`src/gpio_port_defines.svh`:
```
// Register offsets, field positions and reset values for the port pin control block
// Summary of operation
// - Three-bit drive mode per pin, eight modes
// - Separate pin-state readback and output data registers
// - Digital high-Z: driver off, input enabled
// - Resistive modes: resistor one state, strong other
// - Open-drain: high-Z one value, strong other
// - Strong mode drives both levels from data
// - Combined pull: resistor up high, down low
// - Port and pin forms share configuration state
// - Per-pin register packs eight common bits
// - Output enable toggles high-Z input and mode
// - Sixteen routable output-enable lines to any pin
// - Slew select matters only strong/open-drain
// - One interrupt request line per port
// - Per-pin edge select: rise, fall, both, off
// - Edge sets status bit and raises request
// - Per-pin status register names the source
// - Edge detection keeps running in low power
// - Edge detection only, no level interrupts
// - Per-pin input buffer disable in any mode
// - Port threshold select, CMOS default, LVTTL alternative
// - Reset forces analog high-Z on every pin
// - Reset release loads stored reset configuration
// - Low power keeps pin drive state unchanged
`ifndef GPIO_PORT_DEFINES_SVH
`define GPIO_PORT_DEFINES_SVH

// Port-form register byte offsets
`define OFS_DRIVE0 8'h00
`define OFS_DRIVE1 8'h04
`define OFS_DRIVE2 8'h08
`define OFS_DATA 8'h0C
`define OFS_STATE 8'h10
`define OFS_SLEW 8'h14
`define OFS_INDIS 8'h18
`define OFS_BIDIR 8'h1C
`define OFS_CTL 8'h20
`define OFS_INTTYPE 8'h24
`define OFS_INTSTAT 8'h28
`define OFS_RSTCFG 8'h2C
`define OFS_OESEL 8'h30
`define OFS_PIN0 8'h40
// Per-pin register fields
`define PIN_DATA_BIT 0
`define PIN_STATE_BIT 1
`define PIN_DM_LO 2
`define PIN_SLEW_BIT 5
`define PIN_BIDIR_BIT 6
`define PIN_INDIS_BIT 7
// Control register fields
`define CTL_LVTTL_BIT 0
// Reset configuration encodings
`define RSTCFG_HIZ 2'h0
`define RSTCFG_PULLUP 2'h1
`define RSTCFG_PULLDN 2'h2

`endif

```
`src/gpio_port_pkg.sv`:
```
// Types shared by the port pin control block
package gpio_port_pkg;
  // Drive mode codes in documented order
  typedef enum logic [2:0] {
    DM_ANALOG_HIZ, DM_DIGITAL_HIZ, DM_PULL_UP, DM_PULL_DOWN,
    DM_OD_LOW, DM_OD_HIGH, DM_STRONG, DM_PULL_BOTH
  } drive_mode_e;
  // Edge selection per pin
  typedef enum logic [1:0] {EDGE_OFF, EDGE_RISE, EDGE_FALL, EDGE_BOTH} edge_sel_e;
  // Pad control for one pin
  typedef struct packed {
    logic out;
    logic oe;
    logic pull_up;
    logic pull_dn;
    logic in_en;
    logic fast_slew;
  } pad_ctl_s;
endpackage : gpio_port_pkg
```
`src/gpio_port_pin_control.sv`:
```
// Port pin control: drive modes, bidirectional enable, slew and edge interrupts
//
// Design decisions made here: the Wishbone interface to the registers and the register addresses.
`timescale 1ns/1ps
`include "gpio_port_defines.svh"

module gpio_port_pin_control
  import gpio_port_pkg::*;
#(
  parameter int PINS = 8,
  parameter int OE_LINES = 16
) (
  input wire logic clk_i,
  input wire logic rst_i,
  // Classic Wishbone slave
  input wire logic cyc_i,
  input wire logic stb_i,
  input wire logic we_i,
  input wire logic [7:0] adr_i,
  input wire logic [3:0] sel_i,
  input wire logic [31:0] dat_i,
  output logic [31:0] dat_o,
  output logic ack_o,
  // Stored nonvolatile reset configuration
  input wire logic [1:0] nv_rstcfg_i,
  // Output-enable lines from programmable logic
  input wire logic [OE_LINES-1:0] aux_oe_i,
  // Pads
  input wire logic [PINS-1:0] pad_in_i,
  output logic [PINS-1:0] pad_out_o,
  output logic [PINS-1:0] pad_oe_o,
  output logic [PINS-1:0] pad_pull_up_o,
  output logic [PINS-1:0] pad_pull_dn_o,
  output logic [PINS-1:0] pad_in_en_o,
  output logic [PINS-1:0] pad_fast_slew_o,
  output logic pad_lvttl_o,
  output logic port_irq_o
);

  // Refuse sizes the map cannot serve: one byte of pins per word,
  // four select bits per pin
  if (PINS < 1 || PINS > 8) begin : g_bad_pins
    $error("PINS must be 1..8");
  end
  if (OE_LINES < 1 || OE_LINES > 16) begin : g_bad_lines
    $error("OE_LINES must be 1..16");
  end

  // Configuration and status state; port and pin forms both land in the one-bit-per-pin drive, data, slew, input-disable and bidir fields
  logic [PINS-1:0] dm0_r; // Drive mode bit 0 per pin
  logic [PINS-1:0] dm1_r; // Drive mode bit 1 per pin
  logic [PINS-1:0] dm2_r; // Drive mode bit 2 per pin
  logic [PINS-1:0] data_r; // Output data value, never the pin level
  logic [PINS-1:0] slew_r; // Fast slew select
  logic [PINS-1:0] indis_r; // Input buffer disable
  logic [PINS-1:0] bidir_r; // Output enable taken from an auxiliary line
  logic lvttl_r; // Port threshold, low means CMOS
  logic [1:0] rstcfg_r; // Port reset configuration copy
  logic [3:0] oesel_r [PINS]; // Auxiliary line index per pin
  logic [PINS*2-1:0] inttype_r; // Edge type, two bits per pin
  logic [PINS-1:0] intstat_r; // Sticky edge status per pin
  logic load_rst_r; // High in the first cycle after reset
  // Synchroniser and edge history
  logic [PINS-1:0] sync1_r; // First stage, read by the second stage only
  logic [PINS-1:0] sync2_r; // Settled pin level
  logic [PINS-1:0] prev_r; // Settled level one cycle earlier
  logic [PINS-1:0] state_r; // Pin state readback
  // Bus decode
  logic wr_stb; // Write taken at this edge
  logic rd_stb; // Read taken at this edge
  logic [PINS-1:0] pin_hit; // Address selects this pin's register
  // Edge detection
  logic [PINS-1:0] rise; // Settled level went high
  logic [PINS-1:0] fall; // Settled level went low
  logic [PINS-1:0] edge_hit; // Edge of a configured kind
  logic [PINS-1:0] in_gate; // Input buffer passes the pin
  logic [31:0] rd_nxt; // Read word for the addressed register

  // A request counts once: ack blocks the second edge of a held cycle.
  // Writes without the low byte lane enabled are ignored

  assign wr_stb = cyc_i && stb_i && we_i && !ack_o && sel_i[0];
  assign rd_stb = cyc_i && stb_i && !we_i && !ack_o;

  // Per-pin register hit decode
  // Pin-form offsets are one word apart from the first pin register
  genvar g;
  generate
    for (g = 0; g < PINS; g++) begin : g_pin
      assign pin_hit[g] = (adr_i == `OFS_PIN0 + 8'(4 * g));
      // Input buffer passes the pin only when enabled and not analog
      assign in_gate[g] = !indis_r[g] && ({dm2_r[g], dm1_r[g], dm0_r[g]} != DM_ANALOG_HIZ);
      // Configured edge match
      // Only settled levels are compared, never the raw pin
      assign rise[g] = sync2_r[g] && !prev_r[g];
      assign fall[g] = !sync2_r[g] && prev_r[g];
      assign edge_hit[g] = in_gate[g] &&
        ((rise[g] && (inttype_r[2*g+:2] == EDGE_RISE || inttype_r[2*g+:2] == EDGE_BOTH)) ||
         (fall[g] && (inttype_r[2*g+:2] == EDGE_FALL || inttype_r[2*g+:2] == EDGE_BOTH)));
    end
  endgenerate

  // Wishbone ack, one cycle after the strobe, dropped the next cycle
  // Registered answer: a held request is taken once, because ack blocks
  // the second edge and the master must drop stb before asking again
  always_ff @(posedge clk_i) begin
    if (rst_i) begin
      ack_o <= 1'b0;
    end else begin
      ack_o <= cyc_i && stb_i && !ack_o;
    end
  end

  // Reset-release load of the stored reset configuration
  // The stored value is sampled once, in the cycle after reset falls;
  // later writes only change the copy read back, not the pins
  always_ff @(posedge clk_i) begin
    if (rst_i) begin
      load_rst_r <= 1'b1;
      rstcfg_r <= `RSTCFG_HIZ;
    end else begin
      load_rst_r <= 1'b0;
      if (load_rst_r) begin
        rstcfg_r <= nv_rstcfg_i;
      end else if (wr_stb && adr_i == `OFS_RSTCFG) begin
        rstcfg_r <= dat_i[1:0];
      end
    end
  end

  // Configuration writes, port form and pin form share state
  // Reset gives analog high-Z first, then the release load may pull the
  // whole port; a bus write in the load cycle, other than to OFS_OESEL, would be dropped,
  // so the master waits two edges after reset before its first request
  always_ff @(posedge clk_i) begin
    if (rst_i) begin
      // Every pin held in analog high-Z
      dm0_r <= '0;
      dm1_r <= '0;
      dm2_r <= '0;
      data_r <= '0;
      slew_r <= '0;
      indis_r <= '0;
      bidir_r <= '0;
      lvttl_r <= 1'b0; // CMOS default
      inttype_r <= '0;
    end else if (load_rst_r) begin
      // A pull-up or pull-down reset state pulls the whole port
      if (nv_rstcfg_i == `RSTCFG_PULLUP) begin
        dm0_r <= '0;
        dm1_r <= '1;
        dm2_r <= '0;
        data_r <= '1;
      end else if (nv_rstcfg_i == `RSTCFG_PULLDN) begin
        dm0_r <= '1;
        dm1_r <= '1;
        dm2_r <= '0;
        data_r <= '0;
      end
    end else if (wr_stb) begin
      // State only changes by software, so it holds through low power
      case (adr_i)
        `OFS_DRIVE0: dm0_r <= dat_i[PINS-1:0];
        `OFS_DRIVE1: dm1_r <= dat_i[PINS-1:0];
        `OFS_DRIVE2: dm2_r <= dat_i[PINS-1:0];
        `OFS_DATA: data_r <= dat_i[PINS-1:0];
        `OFS_SLEW: slew_r <= dat_i[PINS-1:0];
        `OFS_INDIS: indis_r <= dat_i[PINS-1:0];
        `OFS_BIDIR: bidir_r <= dat_i[PINS-1:0];
        `OFS_CTL: lvttl_r <= dat_i[`CTL_LVTTL_BIT];
        `OFS_INTTYPE: inttype_r <= dat_i[PINS*2-1:0];
        default: begin
          // Pin form reaches the same bits as the port form
          for (int i = 0; i < PINS; i++) begin
            if (pin_hit[i]) begin
              data_r[i] <= dat_i[`PIN_DATA_BIT];
              dm0_r[i] <= dat_i[`PIN_DM_LO];
              dm1_r[i] <= dat_i[`PIN_DM_LO+1];
              dm2_r[i] <= dat_i[`PIN_DM_LO+2];
              slew_r[i] <= dat_i[`PIN_SLEW_BIT];
              bidir_r[i] <= dat_i[`PIN_BIDIR_BIT];
              indis_r[i] <= dat_i[`PIN_INDIS_BIT];
            end
          end
        end
      endcase
    end
  end

  // Output-enable line selection per pin, nibble per pin
  // Index values beyond the implemented lines wrap, so no select is
  // ever left pointing at a line that does not exist
  always_ff @(posedge clk_i) begin
    if (rst_i) begin
      for (int i = 0; i < PINS; i++) oesel_r[i] <= 4'h0;
    end else if (wr_stb && adr_i == `OFS_OESEL) begin
      for (int i = 0; i < PINS; i++) oesel_r[i] <= dat_i[4*i+:4];
    end
  end

  // Two-stage synchroniser, then history for edge compare
  // The pin is asynchronous to the system clock: only sync2_r and prev_r
  // feed logic, sync1_r is read by the second stage alone so that a
  // metastable first stage has a whole cycle to settle
  always_ff @(posedge clk_i) begin
    if (rst_i) begin
      sync1_r <= '0;
      sync2_r <= '0;
      prev_r <= '0;
    end else begin
      sync1_r <= pad_in_i;
      sync2_r <= sync1_r;
      prev_r <= sync2_r;
    end
  end

  // Pin state readback, gated by the input buffer
  // Readback lags the pin by three edges; a disabled or analog
  // input reads 0
  always_ff @(posedge clk_i) begin
    if (rst_i) begin
      state_r <= '0;
    end else begin
      state_r <= sync2_r & in_gate;
    end
  end

  // Sticky status, edge set wins over read clear
  // Reading the status returns the old bits and clears them, but an
  // edge in the same cycle is kept, so no event is lost between the
  // read and the clear
  always_ff @(posedge clk_i) begin
    if (rst_i) begin
      intstat_r <= '0;
    end else if (rd_stb && adr_i == `OFS_INTSTAT) begin
      intstat_r <= edge_hit;
    end else begin
      intstat_r <= intstat_r | edge_hit;
    end
  end

  // One request line for the whole port
  // Includes the arriving edge so the request is not a cycle behind
  // the status; it stays up until software reads the status register,
  // and since only edges set status, a held level raises it once
  always_ff @(posedge clk_i) begin
    if (rst_i) begin
      port_irq_o <= 1'b0;
    end else begin
      port_irq_o <= |(intstat_r | edge_hit);
    end
  end

  // Read multiplexer
  // Unmapped offsets read zero; every writable field reads back
  always_comb begin
    rd_nxt = 32'h0;
    case (adr_i)
      `OFS_DRIVE0: rd_nxt[PINS-1:0] = dm0_r;
      `OFS_DRIVE1: rd_nxt[PINS-1:0] = dm1_r;
      `OFS_DRIVE2: rd_nxt[PINS-1:0] = dm2_r;
      `OFS_DATA: rd_nxt[PINS-1:0] = data_r;
      `OFS_STATE: rd_nxt[PINS-1:0] = state_r;
      `OFS_SLEW: rd_nxt[PINS-1:0] = slew_r;
      `OFS_INDIS: rd_nxt[PINS-1:0] = indis_r;
      `OFS_BIDIR: rd_nxt[PINS-1:0] = bidir_r;
      `OFS_CTL: rd_nxt[`CTL_LVTTL_BIT] = lvttl_r;
      `OFS_INTTYPE: rd_nxt[PINS*2-1:0] = inttype_r;
      `OFS_INTSTAT: rd_nxt[PINS-1:0] = intstat_r;
      `OFS_RSTCFG: rd_nxt[1:0] = rstcfg_r;
      `OFS_OESEL: begin
        for (int i = 0; i < PINS; i++) rd_nxt[4*i+:4] = oesel_r[i];
      end
      default: begin
        // Pin form gathers one pin's common bits in one word
        for (int i = 0; i < PINS; i++) begin
          if (pin_hit[i]) begin
            rd_nxt[`PIN_DATA_BIT] = data_r[i];
            rd_nxt[`PIN_STATE_BIT] = state_r[i];
            rd_nxt[`PIN_DM_LO+:3] = {dm2_r[i], dm1_r[i], dm0_r[i]};
            rd_nxt[`PIN_SLEW_BIT] = slew_r[i];
            rd_nxt[`PIN_BIDIR_BIT] = bidir_r[i];
            rd_nxt[`PIN_INDIS_BIT] = indis_r[i];
          end
        end
      end
    endcase
  end

  // Read data register, held until the next read
  // Loaded at the edge that raises ack, so it stands while ack is high
  always_ff @(posedge clk_i) begin
    if (rst_i) begin
      dat_o <= 32'h0;
    end else if (rd_stb) begin
      dat_o <= rd_nxt;
    end
  end

  // Pad drive decode per pin
  // Bidirectional pins fall back to digital high-Z while their line is
  // low; slew only reaches the pad in strong and open-drain modes, the
  // resistive modes ignore it; the resistor and the strong driver are
  // never on together, so a pin never fights its own pull
  pad_ctl_s pad_nxt [PINS];
  always_comb begin
    for (int i = 0; i < PINS; i++) begin
      logic [2:0] dm;
      logic d;
      logic oe_sel;
      dm = {dm2_r[i], dm1_r[i], dm0_r[i]};
      d = data_r[i];
      oe_sel = aux_oe_i[oesel_r[i] % OE_LINES];
      // Bidirectional: deasserted enable gives digital high-Z
      if (bidir_r[i] && !oe_sel) dm = DM_DIGITAL_HIZ;
      pad_nxt[i] = '0;
      pad_nxt[i].out = d;
      pad_nxt[i].in_en = (dm != DM_ANALOG_HIZ) && !indis_r[i];
      case (dm)
        DM_ANALOG_HIZ, DM_DIGITAL_HIZ: pad_nxt[i].oe = 1'b0;
        DM_PULL_UP: begin
          pad_nxt[i].oe = !d;
          pad_nxt[i].pull_up = d;
        end
        DM_PULL_DOWN: begin
          pad_nxt[i].oe = d;
          pad_nxt[i].pull_dn = !d;
        end
        DM_OD_LOW: begin
          pad_nxt[i].oe = !d;
          pad_nxt[i].fast_slew = slew_r[i];
        end
        DM_OD_HIGH: begin
          pad_nxt[i].oe = d;
          pad_nxt[i].fast_slew = slew_r[i];
        end
        DM_STRONG: begin
          pad_nxt[i].oe = 1'b1;
          pad_nxt[i].fast_slew = slew_r[i];
        end
        DM_PULL_BOTH: begin
          pad_nxt[i].oe = 1'b0;
          pad_nxt[i].pull_up = d;
          pad_nxt[i].pull_dn = !d;
        end
        default: pad_nxt[i].oe = 1'b0;
      endcase
    end
  end

  // Registered pad outputs
  // Registered so the pads never glitch while several fields of one
  // pin change at once; reset holds every pin in analog high-Z, and
  // low-power modes leave these flip-flops untouched
  always_ff @(posedge clk_i) begin
    if (rst_i) begin
      pad_out_o <= '0;
      pad_oe_o <= '0;
      pad_pull_up_o <= '0;
      pad_pull_dn_o <= '0;
      pad_in_en_o <= '0;
      pad_fast_slew_o <= '0;
      pad_lvttl_o <= 1'b0;
    end else begin
      for (int i = 0; i < PINS; i++) begin
        pad_out_o[i] <= pad_nxt[i].out;
        pad_oe_o[i] <= pad_nxt[i].oe;
        pad_pull_up_o[i] <= pad_nxt[i].pull_up;
        pad_pull_dn_o[i] <= pad_nxt[i].pull_dn;
        pad_in_en_o[i] <= pad_nxt[i].in_en;
        pad_fast_slew_o[i] <= pad_nxt[i].fast_slew;
      end
      pad_lvttl_o <= lvttl_r;
    end
  end

endmodule : gpio_port_pin_control

```
`config.mk`:
```
export PLATFORM = sky130hd
export DESIGN_NAME = gpio_port_pin_control
export DESIGN_NICKNAME = d
export VERILOG_FILES = /design/src/gpio_port_pkg.sv /design/src/gpio_port_pin_control.sv
export VERILOG_INCLUDE_DIRS = /design/src
export SDC_FILE = /design/constraint.sdc
export NUM_CORES = 1
export LEC_CHECK = 0
export ABC_CLOCK_PERIOD_IN_PS = 6400
export BUFFER_PORTS_ARGS = -buffer_cell sky130_fd_sc_hd__buf_2
export CAP_MARGIN = 40
export CELL_PAD_IN_SITES_DETAIL_PLACEMENT = 1
export CELL_PAD_IN_SITES_GLOBAL_PLACEMENT = 1
export CORE_UTILIZATION = 48
export CTS_CLUSTER_DIAMETER = 200
export DETAILED_ROUTE_END_ITERATION = 8
export HOLD_SLACK_MARGIN = 0.12
export MAX_ROUTING_LAYER = met4
export PLACE_DENSITY_LB_ADDON = 0.1
export SKIP_LAST_GASP = 1
export SYNTH_ARGS = -nofsm -noshare
export SYNTH_HDL_FRONTEND = slang
export SYNTH_SLANG_ARGS = --single-unit
```
`constraint.sdc`:
```
create_clock -name clk_i -period 6.4 [get_ports clk_i]
set_clock_uncertainty 0.1 [all_clocks]
set_input_delay 0.32 -clock clk_i [delete_from_list [all_inputs] [get_ports clk_i]]
set_output_delay 0.32 -clock clk_i [all_outputs]
set_load 0.02 [all_outputs]
```
==> results of run 1 <==
==> cells by family after synthesis <==
logic type | count (synthesis) | share of synthesized area
muxes | 111 | 0.114
buffers and inverters | 131 | 0.0470
xor gates and xnor gates | 11 | 0.00783
DFF | 231 | 0.402
and+or+nand+nor | 549 | 0.232
AOI/OAI and AO/OA | 364 | 0.197
==> metal layers <==
metal  wire, um  GRT usage  vias up
li1           -          -     5371
met1      20700      0.513     6163
met2      23200      0.616      674
met3       4640     0.0631      142
met4       2050      0.153        0
met5          0          -        -
==> power by group through the flow <==
stage | sequential, W | combinational (W) | clock, W
floorplan | 0.00158 | 0.000252 | 0
global placement | 0.00160 | 0.000372 | 0
detailed placement | 0.00160 | 0.000382 | 0
CTS | 0.00157 | 0.000405 | 0.00156
global route | 0.00158 | 0.000438 | 0.00162
finish | 0.00158 | 0.000415 | 0.00156
==> critical path: stages <==
cell	delay (ns)
buf_2	0.48
buf_4	0.45
or4b_2	0.83
nor2_4	0.33
nand2_1	0.53
nand2_1	0.23
a21oi_1	0.08
dlygate4sd3_1	0.59
==> cell usage in the layout, fill, tap and decap left out, types with 29 or more instances in the layout <==
cell           Yosys  routed
nand2_1          153     153
mux2i_1           58      58
o22ai_1           34      34
nor3_1            52      52
dlygate4sd3_1      0      43
nand3_1           40      40
dfxtp_1          199     199
buf_2             30     153
a211oi_1          32      32
a22oi_1           37      37
nor2b_1           62      62
edfxtp_1          32      32
a21oi_1          111     111
o21ai_0           29      29
nor2_1           123     123
==> cell type report <==
| class | count | area [um^2] |
|---|---|---|
| multi-input combinational | 1035 | 6780 |
| sequential | 231 | 4940 |
| timing repair buffer | 218 | 1370 |
| fill | 2966 | 10800 |
| tap | 330 | 413 |
| antenna | 1 | 2.50 |
| inverter | 7 | 26.3 |
| clock buffer | 39 | 781 |
| clock inverter | 9 | 103 |
==> stage by stage <==
step / cells / setup slack, ns / area, um^2 / utilization / hold WS (ns)
final: 1870 / 2.88 / 14400 / 0.572 / 0.167
after global routing: 1870 / 2.81 / 14400 / 0.572 / 0.181
after floorplan: 1397 / 3.70 / 12300 / - / 0.248
after CTS: 1869 / 3.01 / 14400 / 0.572 / 0.150
after global placement: 1775 / 2.90 / 13100 / 0.519 / 0.319
after detailed placement: 1778 / 2.82 / 13100 / 0.520 / 0.325
==> worst paths after layout <==
| path | startpoint | end | slack (ns) |
|---|---|---|---|
| setup / recovery | adr_i[2] | inttype_r[15] | 2.88 |
| hold / removal | nv_rstcfg_i[0] | data_r[4] | 0.17 |
| setup reg to reg | load_rst_r | inttype_r[15] | 3.48 |
| hold reg to reg | sync1_r[5] | sync2_r[5] | 0.33 |
==> results.toml, run 1 <==
[outcome]
status = "completed"

[timing]
fin_setup_tns_ns = 0
drv_slew = 0
layout_min_cycle_time_ns = 3.52
fmax_mhz = 284
rsz0062_at_grt = "false"
slew_headroom = 0.330
setup_viol = 0
max_slew.worst_pin.slew_ns = 0.997
post-route-period-util = 0.550
finalHoldViolations = 0

[clocking]
clk_path_buf_depth = 3
htreeDepth = 1
cts_resized = 0
cts_buffers = 27
hold_buffers = 43
cts.sinks = 231
cts_tree = "built"
postCtsSetupRepairBufs = 0
clk_pin_slew_ns = 0.06
root_buffer = "clkbuf_16"
clock_latency_ns = 0.56

[worst_setup_path]
required_ns = 6.73
endpoint_kind = "register"
arrival_ns = 3.85
cp-start-kind = "input port"
path_class = "in -> reg"
worstRegToRegCells = 7
crit_fanout = 26

[placed_design]
hpwl_um = 34400
place_congestion = 0.992
io_buffers = 154

[logic_synthesis]
yosysWarnings = 0
syn_avg_cell_area_um2 = 8.80
synth_edf_count = 32
syn_inst = 1397
ys_seq_area_frac = 0.402
synth_common_cells = "dfxtp_1, nand2_1, nor2_1"
synthesis.area_um2 = 12300
ys_ff_latch = 231
yosys-top-cells-area = "dfxtp_1, edfxtp_1, mux2i_1, nand2_1, a21oi_1"
synth.most_common_cell = "dfxtp_1"
synth-async-reset-ratio = 0
synthFlopType = "dfxtp_1"
synth_nets = 1472
yosys.area.top_type = "dfxtp_1"
synth_top_area_share = 0.324
synthDistinctLibCells = 79

[worst_hold_path]
hp-class = "in -> reg"
hold_depth = 5

[drt]
drt-total-wl_um = 50600
dr.pass1.iters = 6
num_vias = 12400
vias_per_cell = 6.60
drc_errors = 0
drt_first_iter_violations = 1212
routedWlPerCell_um = 27.0
ant_nets = 0

[floorplan]
design.die.area_um2 = 26300
io_pins = 158
die_w_um = 162
start_util = 0.488
placeableCoreArea_um2 = 25200
die_y_um = 162
rows = 58

[power_and_ir_drop]
p_int_w = 0.00259
max-vdd-ir-drop_mv = 0.262
p_total_w = 0.00356
p_clk_frac = 0.440
pwr-share-comb = 0.117
leakagePower_nw = 5.36
swShare = 0.271
p_switching_w = 0.000962
power_density_nw_per_um2 = 247
power_frac_seq = 0.443

[global_route]
grt_antenna_before_repair = 1
grt_start_max_net_pins = 65
grt_pass1_vias = 12300
grt_pass1_wl_um = 75700
grtUsageTotal = 0.395
grt-ovfl-total = 0

[cells_and_area]
drive_above_1_share = 0.185
areaGrowthSynthToFinish_pct = 17.2
largestRegisters = "dat_o: 32 flops, oesel_r: 32 flops, inttype_r: 16 flops"
layout.nets = 1595

[job]
drv_cap = 0
No activity file was read; power rests on OpenSTA's default activity.
==> inputs of run 2 (changes only) <==
- ABC_CLOCK_PERIOD_IN_PS: 6400 -> 3400
- CORE_UTILIZATION: 48 -> 44
- clock period: 6.4 -> 3.4 ns (I/O delays scaled with it)
==> run 2 against run 1 <==
  * Total power grew 88%
  * Register-to-register slack got worse by 2.7 ns
  * Highest routed layer unchanged
  * First-iteration DRC count shrank 8.9%
  * Largest cell class unchanged
  * Clock power up 86%
  * Largest power group unchanged
==> results.toml, run 2 (synthesized netlist as in run 1, its figures left out) <==
[global_route]
grt_pass1_wl_um = 77200
grt_antenna_before_repair = 0
grtUsageTotal = 0.369
grt_pass1_vias = 12200
grt-ovfl-total = 0
grt_start_max_net_pins = 65

[drt]
vias_per_cell = 6.31
dr.pass1.iters = 5
drt-total-wl_um = 51800
ant_nets = 0
routedWlPerCell_um = 26.8
num_vias = 12200
drc_errors = 0
drt_first_iter_violations = 1104

[worst_hold_path]
hp-class = "in -> reg"
hold_depth = 6

[worst_setup_path]
required_ns = 3.71
crit_fanout = 30
arrival_ns = 2.94
cp-start-kind = "register"
path_class = "reg -> reg"
endpoint_kind = "register"
worstRegToRegCells = 5

[cells_and_area]
fill_cells = 3225
instances_no_fill = 1937
layout.nets = 1620
ff_latch_area_um2 = 4940
drive_above_1_share = 0.199
stdcell_area_um2 = 14700
largestRegisters = "dat_o: 32 flops, oesel_r: 32 flops, inttype_r: 16 flops"
layout_common_cells = "dfxtp_1, nand2_1, buf_2"
final_common_cell = "dfxtp_1"
areaGrowthSynthToFinish_pct = 19.5
multi_input_area_um2 = 6780
n_antenna_cell = 0

[floorplan]
placeableCoreArea_um2 = 27200
io_pins = 158
start_util = 0.453
rows = 60
design.die.area_um2 = 28600
die_y_um = 169
die_w_um = 169

[clocking]
clk_pin_slew_ns = 0.07
root_buffer = "clkbuf_16"
htreeDepth = 1
cts_resized = 0
postCtsSetupRepairBufs = 0
cts.sinks = 231
cts_tree = "built"
clock_latency_ns = 0.54
cts_buffers = 26
hold_buffers = 45
clk_path_buf_depth = 3

[timing]
rsz0062_at_grt = "false"
layout_min_cycle_time_ns = 2.63
fin_setup_tns_ns = 0
fmax_mhz = 381
slew_headroom = 0.389
whs_ns = 0.199
post-route-period-util = 0.773
drv_slew = 0
setup_viol = 0
max_slew.worst_pin.slew_ns = 0.893
finalHoldViolations = 0
fin_ws_ns = 0.772

[power_and_ir_drop]
max-vdd-ir-drop_mv = 0.365
leakagePower_nw = 5.50
power_density_nw_per_um2 = 454

[placed_design]
io_buffers = 154
place_inst = 1844
place_area_um2 = 13400
place_congestion = 0.982
hpwl_um = 36300
place_ws_ns = 0.652

[outcome]
status = "completed"

[job]
drv_cap = 0
## run 2: final timing paths
path / endpoint / from / slack (ns)
max: dat_o[0] / ack_o / 0.77
min reg2reg: sync2_r[3] / sync1_r[3] / 0.34
min: lvttl_r / stb_i / 0.20
max reg2reg: dat_o[0] / ack_o / 0.77
## run 2: area by class of cell
cell class / count / area share
inverters: 7 / 0.00179
repair buffers: 244 / 0.109
well taps: 372 / 0.0317
multi-input cells: 1035 / 0.461
clock inverters: 7 / 0.00596
flip-flops and latches: 231 / 0.336
clock buffers: 41 / 0.0543
## run 2: metrics by stage
step / power [W] / util
6_report: 0.00667 / 0.541
5_1_grt: 0.00684 / 0.541
4_1_cts: 0.00668 / 0.541
3_5_place_dp: 0.00377 / 0.492
3_3_place_gp: 0.00375 / 0.492
2_1_floorplan: 0.00345 / -
## run 2: worst max-delay path: stages (launching register included)
cell and delay [ns]:
dfxtp_1 0.33, nand3b_1 0.27, or2_2 0.62, a2111oi_0 0.81
a311oi_1 0.19, o21a_1 0.18
## run 2: metal layers
metal	wire length [um]	GRT usage	share of wire
met5	0	-	0
met1	23000	0.503	0.44
met2	23500	0.572	0.45
met4	1460	0.0971	0.028
met3	3900	0.0555	0.075
## run 2: power by group
part / internal (W) / total [W] / switching [W]
clock: 0.00176 / 0.00290 / 0.00114
sequential: 0.00285 / 0.00297 / 0.000124
combinational: 0.000320 / 0.000805 / 0.000486
==> inputs of run 3 (changes only) <==
- ABC_AREA: not set -> 1
- ABC_CLOCK_PERIOD_IN_PS: 3400 -> 2470
- CORE_UTILIZATION: 44 -> 41
- clock period: 3.4 -> 2.47 ns (I/O delays scaled with it)
==> run 3 against run 2 <==
  * Final area is 1.5% higher
  * Sequential share of layout area is 0.49 points lower
  * Synthesized area is 2.5% lower
  * Sequential power is 37% higher
  * Sequential cell count stayed put
  * Cell count is 26% higher
  * Critical path depth is 4 higher
  * Count of clock-buffer cells in the layout is 3 lower
  * Global-route usage is 4.4 points lower
  * Via count is 9.2% higher
  * Total power is 38% higher
  * First-iteration DRC count is 14% lower
==> results.toml, run 3 <==
[global_route]
grt_pass1_wl_um = 74400
grtUsageTotal = 0.325
grtUsageMet1 = 0.418
grt_pass1_vias = 13600
grt-ovfl-total = 0
grt.met3_usage = 0.0409
gr-max-usage-layer = "met2"
gr-usage-met2 = 0.518
grt_start_max_net_pins = 118
grt_antenna_before_repair = 0

[timing]
setup_viol = 0
post-route-period-util = 0.947
fmax_mhz = 428
drv_slew = 0
max_slew.worst_pin.slew_ns = 0.681
fin_setup_tns_ns = 0
rsz0062_at_grt = "false"
finalHoldViolations = 0
slew_headroom = 0.546
layout_min_cycle_time_ns = 2.34

[cells_and_area]
stdcell_area_um2 = 14900
final_common_cell = "nand2_1"
fill_cells = 3832
areaGrowthSynthToFinish_pct = 24.4
layout.nets = 2102
drive_above_1_share = 0.146
n_antenna_cell = 0
utilization = 0.520
layout_common_cells = "nand2_1, inv_1, nand3_1, dfxtp_1, nor2_1"
largestRegisters = "dat_o: 32 flops, oesel_r: 32 flops, inttype_r: 16 flops"
multi_input_area_um2 = 5900
ff_latch_area_um2 = 4940

[logic_synthesis]
syn_inst = 1803
synthAdderAreaFrac = 0
ys_seq_area_frac = 0.412
syn_avg_cell_area_um2 = 6.65
synth_top_family_by_area = "simple AND/OR/NAND/NOR gates"
synth_top_area_share = 0.332
synthDistinctLibCells = 42
synthFlopType = "dfxtp_1"
yosys.area.top_type = "dfxtp_1"
synth_nets = 1878
synth_edf_count = 32
synth-async-reset-ratio = 0
synth_xor_xnor_area_share = 0.000731
synth_compound_area_frac = 0.155
synthMuxAreaShare = 0.000835
synth_common_cells = "nand2_1, inv_1, nand3_1"
yosysWarnings = 0
synth.most_common_cell = "nand2_1"
ys_ff_latch = 231
synthesis.area_um2 = 12000
yosys-top-cells-area = "dfxtp_1, nand2_1, nand3_1, edfxtp_1, inv_1"
synthSimpleGateAreaFrac = 0.333

[floorplan]
design.die.area_um2 = 29900
placeableCoreArea_um2 = 28700
die_w_um = 173
start_util = 0.418
rows = 62
die_y_um = 173
io_pins = 158

[clocking]
root_buffer = "clkbuf_16"
cts_tree = "built"
cts_buffers = 27
cts.sinks = 231
clock_latency_ns = 0.56
clk_path_buf_depth = 3
clk_pin_slew_ns = 0.06
htreeDepth = 1

[placed_design]
place_congestion = 0.917
hpwl_um = 33400
place_area_um2 = 13400
io_buffers = 154

[drt]
dr.pass1.iters = 5
drt_first_iter_violations = 945
drt-total-wl_um = 47700
routedWlPerCell_um = 19.6
ant_nets = 0
num_vias = 13300
drc_errors = 0
vias_per_cell = 5.48

[power_and_ir_drop]
leakagePower_nw = 6.70
max-vdd-ir-drop_mv = 0.569
power_density_nw_per_um2 = 615

[worst_setup_path]
slowest_stage = "dlygate4sd3_1"
arrival_ns = 2.68
reg2reg_slack_ns = 0.13
required_ns = 2.81
worst_path_largest_cell_delay_ns = 0.58
crit_fanout = 26
path_class = "reg -> reg"
cp-start-kind = "register"
path_common_cell = "nand2_1"
endpoint_kind = "register"
path_cells = "nand3b_4 -> nor2_4 -> nand2_2 -> clkinv_1 -> buf_4 -> nand2_1 -> nand2_1 -> a21oi_1 -> dlygate4sd3_1"

[job]
drv_cap = 0

[worst_hold_path]
hp-class = "in -> reg"

[outcome]
status = "completed"
## run 3: power breakdown
| part | internal [W] | switching, W | total [W] |
|---|---|---|---|
| logic | 0.000384 | 0.000718 | 0.00110 |
| clock network | 0.00234 | 0.00168 | 0.00402 |
| registers | 0.00394 | 0.000127 | 0.00406 |
## run 3: final cells by class
cell class,count,area share
tap,384,0.0322
sequential,231,0.331
clock inverter,12,0.00696
timing repair buffer,264,0.123
inverter,228,0.0574
multi-input combinational,1275,0.396
clock buffer,38,0.0528
## run 3: final timing paths
check        cells after the start  startpoint          end
max                              9       ack_o   indis_r[7]
min                              6       cyc_i  rstcfg_r[1]
max reg2reg                      9       ack_o   indis_r[7]
min reg2reg                      2  sync1_r[4]   sync2_r[4]
## run 3: logic make-up (layout without fill, tap and decap cells)
kind of cell	count (synthesis)	after routing
xor gates and xnor gates	1	1
buffers and inverters	297	542
AOI/OAI and AO/OA	347	347
muxes	1	1
DFF	231	231
and+or+nand+nor	926	926
## run 3: routing by layer
layer	wire, um	share of wire
met3	2730	0.057
met2	22100	0.46
met1	21100	0.44
met5	0	0
met4	1800	0.038
## run 3: critical path: cells and delay by family, from the launching register on
family          cells  cell delay (ns)
flops               1             0.31
buf+inv             3             1.00
compound gates      1             0.05
simple gates        5             0.74
## run 3: metrics by stage
step | worst slack [ns] | instances | power, W | hold WS, ns
global placement | 0.307 | 2319 | 0.00511 | 0.223
floorplan | 0.254 | 1803 | 0.00472 | 0.0512
finish | 0.131 | 2432 | 0.00918 | 0.146
detailed placement | 0.214 | 2319 | 0.00514 | 0.232
global route | 0.0133 | 2432 | 0.00951 | 0.170
CTS | 0.0488 | 2431 | 0.00921 | 0.128
## run 3: timing repair
item,CTS,global route
resized for setup,0,7
hold buffers,62,0
setup buffers,0,1
hold endpoints to repair,167,0
setup endpoints to repair,0,8
